File: src/hw/wesr_pkg.sv
// Constants for the wake event status and ready block.
// Assumes a host on a plain strobe port; word addresses equal byte offsets.
package wesr_pkg;
  localparam int WESR_AW = 8;
  localparam logic [7:0] WESR_OFF_BYTE_TEST = 8'h64;
  localparam logic [7:0] WESR_OFF_PWR_CTRL = 8'h84;
  localparam logic [31:0] WESR_BYTE_TEST_VAL = 32'h87654321;
  localparam int WESR_BIT_READY = 0;
  localparam int WESR_BIT_OUT_EN = 1;
  localparam int WESR_BIT_POL = 2;
  localparam int WESR_BIT_PULSE = 3;
  localparam int WESR_BIT_CAUSE_LO = 4;
  localparam int WESR_BIT_DRV_TYPE = 6;
  localparam int WESR_BIT_ENERGY_DETECT_ENABLE = 8;
  localparam int WESR_BIT_WF_EN = 9;
  localparam int WESR_BIT_PS_LO = 12;
  localparam logic [1:0] WESR_PS_NORMAL = 2'h0;
  localparam logic [1:0] WESR_PS_RESERVED = 2'h3;
  localparam int WESR_CLK_MHZ = 250;
  localparam int WESR_PULSE_MS = 50;
  localparam int WESR_PULSE_CYC = WESR_PULSE_MS * 1000 * WESR_CLK_MHZ;
  localparam int WESR_READY_CYC = 64;
endpackage : wesr_pkg

File: src/hw/wesr_core.sv
// Wake cause status, wake event output shaping and device ready flag.
// Assumes event sources are pulses or levels on mclk; ready delay is a parameter.
`timescale 1ns/1ps
`default_nettype none
module wesr_core
  import wesr_pkg::*;
#(
  parameter int PULSE_CYC = WESR_PULSE_CYC,
  parameter int READY_CYC = WESR_READY_CYC
)
(
  input wire logic mclk,
  input wire logic rst_n,
  input wire logic [WESR_AW-1:0] addr,
  input wire logic [31:0] wdata,
  input wire logic wr_stb,
  input wire logic rd_stb,
  output logic [31:0] rdata,
  input wire logic energy_pend_async,
  input wire logic wake_frame_pend_async,
  output logic wake_event_out,
  output logic wake_event_oe,
  output logic wake_event_interrupt,
  output logic [1:0] power_state
);

  typedef enum logic [1:0] {WESR_IDLE, WESR_PULSE, WESR_HOLD} wesr_out_t;

  logic [1:0] wake_cause_status_reg;
  logic wake_output_pulse_select_reg;
  logic wake_output_polarity_reg;
  logic wake_output_enable_reg;
  logic wake_output_driver_type_reg;
  logic energy_detect_enable_reg;
  logic wake_frame_enable_reg;
  logic [1:0] power_state_select_reg;
  logic ready_reg;
  logic [15:0] ready_cnt_reg;
  logic [1:0] ed_sync_reg;
  logic [1:0] wf_sync_reg;
  logic ed_seen_reg;
  logic wf_seen_reg;
  logic [31:0] pulse_cnt_reg;
  wesr_out_t out_state_reg;
  logic active_reg;
  logic ed_pend;
  logic wf_pend;
  logic ed_evt;
  logic wf_evt;
  logic det;
  logic wr_ctrl;
  logic wr_wake;
  logic [1:0] clr_mask;
  logic en_drop;

  // Register decode helper, used for both read and write paths
  function automatic logic hit(input logic [WESR_AW-1:0] a, input logic [7:0] off);
    hit = (a == off);
  endfunction : hit

  // Two-flop synchronisers for external event sources
  always_ff @(posedge mclk or negedge rst_n)
  begin
    if (!rst_n)
    begin
      ed_sync_reg <= 2'h0;
      wf_sync_reg <= 2'h0;
    end
    else
    begin
      ed_sync_reg <= {ed_sync_reg[0], energy_pend_async};
      wf_sync_reg <= {wf_sync_reg[0], wake_frame_pend_async};
    end
  end

  // Rising-edge detection on gated, synchronised sources
  assign ed_pend = ed_sync_reg[1] & energy_detect_enable_reg;
  assign wf_pend = wf_sync_reg[1] & wake_frame_enable_reg;
  always_ff @(posedge mclk or negedge rst_n)
  begin
    if (!rst_n)
    begin
      ed_seen_reg <= 1'b0;
      wf_seen_reg <= 1'b0;
    end
    else
    begin
      ed_seen_reg <= ed_pend;
      wf_seen_reg <= wf_pend;
    end
  end
  assign ed_evt = ed_pend & ~ed_seen_reg;
  assign wf_evt = wf_pend & ~wf_seen_reg;
  assign det = ed_evt | wf_evt;

  assign wr_ctrl = wr_stb & hit(addr, WESR_OFF_PWR_CTRL);
  assign wr_wake = wr_stb & hit(addr, WESR_OFF_BYTE_TEST);
  // Clear mask only honoured in normal state with ready set
  assign clr_mask = (wr_ctrl && ready_reg && power_state_select_reg == WESR_PS_NORMAL) ?
    wdata[WESR_BIT_CAUSE_LO +: 2] : 2'h0;

  // Wake cause: set wins over clear, pending source blocks clear
  always_ff @(posedge mclk or negedge rst_n)
  begin
    if (!rst_n)
      wake_cause_status_reg <= 2'h0;
    else
    begin
      wake_cause_status_reg[0] <= ed_evt | ed_pend |
        (wake_cause_status_reg[0] & ~clr_mask[0]);
      wake_cause_status_reg[1] <= wf_evt | wf_pend |
        (wake_cause_status_reg[1] & ~clr_mask[1]);
    end
  end

  // Writable configuration fields
  always_ff @(posedge mclk or negedge rst_n)
  begin
    if (!rst_n)
    begin
      wake_output_pulse_select_reg <= 1'b0;
      wake_output_polarity_reg <= 1'b0;
      wake_output_enable_reg <= 1'b0;
      wake_output_driver_type_reg <= 1'b0;
      energy_detect_enable_reg <= 1'b0;
      wake_frame_enable_reg <= 1'b0;
    end
    else if (wr_ctrl)
    begin
      wake_output_pulse_select_reg <= wdata[WESR_BIT_PULSE];
      wake_output_polarity_reg <= wdata[WESR_BIT_POL];
      wake_output_enable_reg <= wdata[WESR_BIT_OUT_EN];
      wake_output_driver_type_reg <= wdata[WESR_BIT_DRV_TYPE];
      energy_detect_enable_reg <= wdata[WESR_BIT_ENERGY_DETECT_ENABLE];
      wake_frame_enable_reg <= wdata[WESR_BIT_WF_EN];
    end
  end

  // Power state select; reserved code is not accepted, byte test write wakes
  always_ff @(posedge mclk or negedge rst_n)
  begin
    if (!rst_n)
      power_state_select_reg <= WESR_PS_NORMAL;
    else if (wr_wake && power_state_select_reg != WESR_PS_NORMAL)
      power_state_select_reg <= WESR_PS_NORMAL;
    else if (wr_ctrl && wdata[WESR_BIT_PS_LO +: 2] != WESR_PS_RESERVED)
      power_state_select_reg <= wdata[WESR_BIT_PS_LO +: 2];
    else if (det && power_state_select_reg != WESR_PS_NORMAL)
      power_state_select_reg <= WESR_PS_NORMAL;
  end

  // Ready: drops in reduced power, sets after a settle count back in normal
  always_ff @(posedge mclk or negedge rst_n)
  begin
    if (!rst_n)
    begin
      ready_reg <= 1'b0;
      ready_cnt_reg <= 16'h0000;
    end
    else if (power_state_select_reg != WESR_PS_NORMAL)
    begin
      ready_reg <= 1'b0;
      ready_cnt_reg <= 16'h0000;
    end
    else if (!ready_reg)
    begin
      if (ready_cnt_reg == 16'(READY_CYC - 1))
        ready_reg <= 1'b1;
      else
        ready_cnt_reg <= ready_cnt_reg + 16'h0001;
    end
  end

  // Output activity state machine: pulse timer or static hold
  assign en_drop = ~(energy_detect_enable_reg | wake_frame_enable_reg);
  always_ff @(posedge mclk or negedge rst_n)
  begin
    if (!rst_n)
    begin
      out_state_reg <= WESR_IDLE;
      pulse_cnt_reg <= 32'h00000000;
    end
    else if (det)
    begin
      out_state_reg <= wake_output_pulse_select_reg ? WESR_PULSE : WESR_HOLD;
      pulse_cnt_reg <= 32'h00000000;
    end
    else if (wake_cause_status_reg == 2'h0 || en_drop)
      out_state_reg <= WESR_IDLE;
    else
      unique case (out_state_reg)
        WESR_IDLE: out_state_reg <= WESR_IDLE;
        WESR_PULSE:
        begin
          if (pulse_cnt_reg == 32'(PULSE_CYC - 1))
            out_state_reg <= WESR_IDLE;
          else
            pulse_cnt_reg <= pulse_cnt_reg + 32'h00000001;
        end
        WESR_HOLD: out_state_reg <= WESR_HOLD;
      endcase
  end
  assign active_reg = (out_state_reg != WESR_IDLE);

  // Pin shaping: enable, driver type, polarity
  always_ff @(posedge mclk or negedge rst_n)
  begin
    if (!rst_n)
    begin
      wake_event_out <= 1'b0;
      wake_event_oe <= 1'b0;
    end
    else if (!wake_output_driver_type_reg)
    begin
      wake_event_out <= 1'b0;
      wake_event_oe <= active_reg & wake_output_enable_reg;
    end
    else
    begin
      wake_event_oe <= 1'b1;
      wake_event_out <= (active_reg & wake_output_enable_reg) ~^ wake_output_polarity_reg;
    end
  end

  // Interrupt independent of the output enable
  always_ff @(posedge mclk or negedge rst_n)
  begin
    if (!rst_n)
    begin
      wake_event_interrupt <= 1'b0;
      power_state <= WESR_PS_NORMAL;
    end
    else
    begin
      wake_event_interrupt <= |wake_cause_status_reg;
      power_state <= power_state_select_reg;
    end
  end

  // Read data, one cycle after the strobe, answered in every mode
  always_ff @(posedge mclk or negedge rst_n)
  begin
    if (!rst_n)
      rdata <= 32'h00000000;
    else if (rd_stb && hit(addr, WESR_OFF_PWR_CTRL))
      rdata <= {18'h0, power_state_select_reg, 2'h0, wake_frame_enable_reg, energy_detect_enable_reg,
        1'b0, wake_output_driver_type_reg, wake_cause_status_reg, wake_output_pulse_select_reg,
        wake_output_polarity_reg, wake_output_enable_reg, ready_reg};
    else if (rd_stb && hit(addr, WESR_OFF_BYTE_TEST))
      rdata <= WESR_BYTE_TEST_VAL;
    else
      rdata <= 32'h00000000;
  end

  // Checks
  property p_clr_blocked;
    @(posedge mclk) disable iff (!rst_n)
    (wr_ctrl && !ready_reg && wake_cause_status_reg[0]) |=> wake_cause_status_reg[0];
  endproperty
  a_clr_blocked: assert property (p_clr_blocked) else $error("cause cleared while not ready");
  property p_clr_ok;
    @(posedge mclk) disable iff (!rst_n)
    (clr_mask[1] && !wf_pend && !wf_evt) |=> !wake_cause_status_reg[1];
  endproperty
  a_clr_ok: assert property (p_clr_ok) else $error("cause bit not cleared");
  property p_pend_hold;
    @(posedge mclk) disable iff (!rst_n) ed_pend |=> wake_cause_status_reg[0];
  endproperty
  a_pend_hold: assert property (p_pend_hold) else $error("cause cleared while pending");
  property p_od_low;
    @(posedge mclk) disable iff (!rst_n) (!wake_output_driver_type_reg) |=> !wake_event_out;
  endproperty
  a_od_low: assert property (p_od_low) else $error("open drain drives high");
  property p_oe_off;
    @(posedge mclk) disable iff (!rst_n)
    (!wake_output_enable_reg && !wake_output_driver_type_reg) |=> !wake_event_oe;
  endproperty
  a_oe_off: assert property (p_oe_off) else $error("output driven while disabled");
  property p_pp_pol;
    @(posedge mclk) disable iff (!rst_n)
    (wake_output_driver_type_reg && !(active_reg && wake_output_enable_reg))
      |=> wake_event_out == !$past(wake_output_polarity_reg);
  endproperty
  a_pp_pol: assert property (p_pp_pol) else $error("inactive level wrong");
  property p_int;
    @(posedge mclk) disable iff (!rst_n) (|wake_cause_status_reg) |=> wake_event_interrupt;
  endproperty
  a_int: assert property (p_int) else $error("interrupt missing");
  property p_det;
    @(posedge mclk) disable iff (!rst_n) det |=> active_reg;
  endproperty
  a_det: assert property (p_det) else $error("detection not shown");
  property p_wake;
    @(posedge mclk) disable iff (!rst_n) wr_wake |=> power_state_select_reg == WESR_PS_NORMAL;
  endproperty
  a_wake: assert property (p_wake) else $error("byte test write did not wake");

  // Ready, state select, pulse timing, hold, clear, restart and read path checks
  property p_ready_drop;
    @(posedge mclk) disable iff (!rst_n)
    (power_state_select_reg != WESR_PS_NORMAL) |=> !ready_reg;
  endproperty
  a_ready_drop: assert property (p_ready_drop) else $error("ready kept in reduced power");
  property p_reserved;
    @(posedge mclk) disable iff (!rst_n)
    (wr_ctrl && wdata[WESR_BIT_PS_LO +: 2] == WESR_PS_RESERVED) |=> power_state_select_reg != WESR_PS_RESERVED;
  endproperty
  a_reserved: assert property (p_reserved) else $error("reserved power state taken");
  property p_pulse_end;
    @(posedge mclk) disable iff (!rst_n)
    (out_state_reg == WESR_PULSE && pulse_cnt_reg == 32'(PULSE_CYC - 1) && !det) |=> out_state_reg == WESR_IDLE;
  endproperty
  a_pulse_end: assert property (p_pulse_end) else $error("pulse did not end");
  property p_hold_stays;
    @(posedge mclk) disable iff (!rst_n)
    (out_state_reg == WESR_HOLD && !det && (|wake_cause_status_reg) && !en_drop) |=> out_state_reg == WESR_HOLD;
  endproperty
  a_hold_stays: assert property (p_hold_stays) else $error("static output dropped");
  property p_clear_drop;
    @(posedge mclk) disable iff (!rst_n)
    (wake_cause_status_reg == 2'h0 && !det) |=> !active_reg;
  endproperty
  a_clear_drop: assert property (p_clear_drop) else $error("output active with no cause");
  property p_restart;
    @(posedge mclk) disable iff (!rst_n)
    det |=> pulse_cnt_reg == 32'h00000000;
  endproperty
  a_restart: assert property (p_restart) else $error("pulse timer not restarted");
  property p_not_ready_keep;
    @(posedge mclk) disable iff (!rst_n)
    (!ready_reg && wake_cause_status_reg[1]) |=> wake_cause_status_reg[1];
  endproperty
  a_not_ready_keep: assert property (p_not_ready_keep) else $error("cause lost while not ready");
  property p_rd_answer;
    @(posedge mclk) disable iff (!rst_n)
    (rd_stb && addr == WESR_OFF_PWR_CTRL) |=> rdata[WESR_BIT_READY] == $past(ready_reg);
  endproperty
  a_rd_answer: assert property (p_rd_answer) else $error("power control read wrong");
  property p_pp_active;
    @(posedge mclk) disable iff (!rst_n)
    (wake_output_driver_type_reg && active_reg && wake_output_enable_reg)
      |=> wake_event_out == $past(wake_output_polarity_reg);
  endproperty
  a_pp_active: assert property (p_pp_active) else $error("active level wrong");
  c_pulse: cover property (@(posedge mclk) disable iff (!rst_n) out_state_reg == WESR_PULSE);
  c_hold: cover property (@(posedge mclk) disable iff (!rst_n) out_state_reg == WESR_HOLD);
  c_clear: cover property (@(posedge mclk) disable iff (!rst_n) |clr_mask);
  c_wake: cover property (@(posedge mclk) disable iff (!rst_n)
    wr_wake && power_state_select_reg != WESR_PS_NORMAL);
  c_restart: cover property (@(posedge mclk) disable iff (!rst_n) det && out_state_reg == WESR_PULSE);
endmodule : wesr_core
`default_nettype wire

File: config.mk
export PLATFORM = sky130hd
export DESIGN_NAME = wesr_core
export DESIGN_NICKNAME = d
export VERILOG_FILES = /design/src/hw/wesr_pkg.sv /design/src/hw/wesr_core.sv
export SDC_FILE = /design/constraint.sdc
export NUM_CORES = 1
export LEC_CHECK = 0
export ABC_AREA = 1
export BUFFER_PORTS_ARGS = -buffer_cell sky130_fd_sc_hd__buf_4
export CAP_MARGIN = 10
export CORE_ASPECT_RATIO = 0.7
export CORE_UTILIZATION = 30
export CTS_CLUSTER_DIAMETER = 80
export DETAILED_ROUTE_END_ITERATION = 6
export GPL_TIMING_DRIVEN = 0
export PLACE_DENSITY = 0.57
export SYNTH_ARGS = -nofsm -noshare
export SYNTH_HDL_FRONTEND = slang
export SYNTH_SLANG_ARGS = --single-unit
File: constraint.sdc
create_clock -name mclk -period 4.5 [get_ports mclk]
set_input_delay 0.45 -clock mclk [delete_from_list [all_inputs] [get_ports mclk]]
set_output_delay 0.45 -clock mclk [all_outputs]
set_load 0.005 [all_outputs]
==> flow_metrics.py <==
metrics = {
    "critical_path": {
        "worst_setup_path_start_kind": "flop",
        "worstPathRequired_ns": 4.77,
        "cp-end-kind": "flop",
        "cp_cell_sequence": "ha_1, nand3_2, nor2_1, nand2_1, nor2_1, nor2_1, clkbuf_1, nand4_1, nand2_1",
        "critPathMaxFanout": 10,
        "cp.buffers_inverters": 1,
        "path_common_cell": "nor2_1",
        "arrival_ns": 2.40,
        "cp_slowest_cell": "clkbuf_1",
        "crit_type": "reg2reg",
        "cp_slowest_stage_delay_ns": 0.44,
        "critical_path.top_delay_family": "simple AND/OR/NAND/NOR gates",
    },
    "global_routing": {
        "track_usage_pct": 15.0,
        "grt_pass1_wl_um": 19300,
        "grt_pass1_vias": 3724,
        "gr-total-overflow": 0,
        "grt_max_degree": 85,
        "grt_antenna_before_repair": 0,
    },
    "drt": {
        "routedWlPerCell_um": 11.9,
        "drc": 9,
        "num_vias": 4207,
        "drt_iter0_drc": 384,
        "avgViaCountPerCell": 4.43,
        "first_pass_iters": 7,
        "routed_wl_um": 11300,
        "ant_nets": 0,
    },
    "power_and_ir_drop": {
        "total_power_w": 0.00192,
        "power_density_mw_per_mm2": 337,
        "leakage_nw": 2.80,
        "vdd_drop_max_mv": 0.240,
    },
    "status": {
        "outcome": "complete, but fails checks",
        "violations": "design-rule violations",
    },
    "clock_network": {
        "cts_tree": "yes",
        "cts_buffer_depth": 2,
        "cts-root-buf": "clkbuf_16",
        "path_clk_slew_ns": 0.06,
        "cts_resized": 0,
        "cts_buffers": 9,
        "hold_buffers": 0,
        "htree_levels": 3,
        "clk_latency_ns": 0.34,
        "cts_num_sinks": 84,
        "cts_setup_buffers": 0,
    },
    "cells_and_area": {
        "largest_reg_flops": 32,
        "num_antenna_cells": 0,
        "finish.net_count": 793,
        "area_growth_pct": 19.9,
        "drive_above_1_share_pct": 13.2,
        "stdcell_area_mm2": 0.00570,
    },
    "run": {
        "drv_cap": 0,
    },
    "sta": {
        "tns_ns": 0,
        "worst_pin_slew_ns": 1.05,
        "rsz0062_at_grt": "false",
        "whs_ns": 0.218,
        "finClkSkew_ns": 0.00515,
        "timing.fmax_ghz": 0.471,
        "fin_crit_sh_pct": 47.2,
        "relSlewSlack_pct": 30.0,
        "setup_viol_count_final": 0,
        "min_period_ns": 2.12,
        "drv_slew": 0,
        "hold_viol": 0,
    },
    "die": {
        "coreArea_mm2": 0.0155,
        "die_area_mm2": 0.0164,
        "die_y_um": 107,
        "die_w_um": 152,
        "initial_core_util_pct": 30.7,
        "num_rows": 38,
        "ioPinCount": 83,
    },
    "synthesis": {
        "ys_top_cells_by_area": "dfrtp_1, nand2_1, nor2_1",
        "synth_edf_count": 0,
        "yosys_most_used_dff": "dfrtp_1",
        "synth.most_common_cell": "nand2_1",
        "synth_cells": 675,
        "seq_area_frac_synth_pct": 44.2,
        "yosysTopAreaCell": "dfrtp_1",
        "yosys-top-cells-count": "nand2_1, nor2_1, dfrtp_1",
        "synth.ff_latch_count": 84,
        "synthArstFlopShare_pct": 100,
        "synth_warnings": 0,
        "yosysTopAreaCellShare_pct": 44.2,
        "synth_cell_type_count": 30,
        "syn_area_mm2": 0.00476,
        "syn_area_per_cell_um2": 7.05,
    },
    "placement": {
        "dp_hpwl_um": 8530,
        "dpl_cell_area_mm2": 0.00541,
        "place_congestion": 0.899,
        "io_buffers": 48,
    },
    "hold_path": {
        "hold_path.class": "in2reg",
    },
}
[routing by layer]
| layer | global-route usage [%] | up-vias | share of wire [%] |
|---|---|---|---|
| li1 | - | 2202 | - |
| met1 | 23.6 | 1887 | 56 |
| met2 | 19.7 | 106 | 37 |
| met3 | 3.06 | 12 | 5.9 |
| met4 | 5.05 | 0 | 1.5 |
| met5 | 0 | - | 0 |
[logic make-up after synthesis]
group / Yosys count / synth area share (%)
compound gates: 31 / 3.47
xor+xnor: 25 / 4.60
fa+ha+maj: 2 / 0.526
buf+inv: 106 / 10.4
flops: 84 / 44.2
other cells: 1 / 0.0789
simple gates: 426 / 36.7
[power breakdown]
group          internal, W  total, W  switching, W
sequential        0.000813  0.000867     0.0000539
combinational     0.000112  0.000316      0.000205
clock             0.000433  0.000740      0.000308
total              0.00136   0.00192      0.000566
[cell usage in the layout (no fill, tap or decap)]
| master | Yosys | final |
|---|---|---|
| inv_6 | 0 | 1 |
| nor3_1 | 10 | 10 |
| inv_2 | 5 | 5 |
| nand2_2 | 2 | 2 |
| nand4_1 | 22 | 22 |
| buf_4 | 20 | 68 |
| ha_1 | 2 | 2 |
| clkinv_2 | 1 | 2 |
| inv_1 | 63 | 63 |
| o22ai_2 | 1 | 1 |
| nand3_1 | 36 | 36 |
| o21a_1 | 1 | 1 |
| o21ai_1 | 11 | 11 |
| clkinvlp_4 | 0 | 1 |
| nand3_2 | 1 | 1 |
| a21oi_1 | 2 | 2 |
| nor2_1 | 111 | 111 |
| o21ai_0 | 16 | 16 |
| bufinv_16 | 0 | 1 |
| xor2_1 | 20 | 20 |
| clkbuf_1 | 6 | 8 |
| dfrtp_1 | 84 | 84 |
| clkinv_4 | 1 | 2 |
| nand2_1 | 239 | 239 |
| buf_2 | 2 | 2 |
| nand3b_1 | 1 | 1 |
| clkbuf_16 | 0 | 9 |
| nor2_2 | 1 | 1 |
| conb_1 | 1 | 12 |
| clkinv_1 | 6 | 6 |
| xnor2_1 | 5 | 5 |
| nand2_4 | 1 | 1 |
| nor3b_1 | 2 | 2 |
| buf_6 | 2 | 2 |
[through the flow]
step	setup WS, ns	instances	utilization, %
detailed placement	2.41	934	34.9
global placement	2.41	934	34.9
global route	2.20	950	36.8
finish	2.38	950	36.8
floorplan	2.86	686	-
CTS	2.40	950	36.8
[worst paths after layout]
kind                              startpoint                end  slack (ns)  cells past startpoint
min in group asynchronous              rst_n           rdata[1]        0.29                      1
max in group asynchronous              rst_n  pulse_cnt_reg[10]        3.53                      1
max                         pulse_cnt_reg[0]  pulse_cnt_reg[31]        2.38                      9
max reg2reg                 pulse_cnt_reg[0]  pulse_cnt_reg[31]        2.38                      9
min                        energy_pend_async     ed_sync_reg[0]        0.22                      1
min reg2reg                   ed_sync_reg[0]     ed_sync_reg[1]        0.36                      0
[worst register-to-register path, cell delays in order (launching register included)]
cell,delay [ns]
dfrtp_1,0.40
ha_1,0.27
nand3_2,0.18
nor2_1,0.10
nand2_1,0.07
nor2_1,0.04
nor2_1,0.26
clkbuf_1,0.44
nand4_1,0.19
nand2_1,0.10
[cell type report]
| cell class | instances | area (um2) |
|---|---|---|
| Buffer | 30 | 205 |
| Clock inverter | 5 | 60.1 |
| Fill cell | 1629 | 9800 |
| Clock buffer | 11 | 233 |
| Multi-Input combinational cell | 496 | 2200 |
| Tap cell | 200 | 250 |
| Inverter | 76 | 292 |
| Timing Repair Buffer | 48 | 360 |
| Sequential cell | 84 | 2100 |
Power figures use the tool's default switching activity.
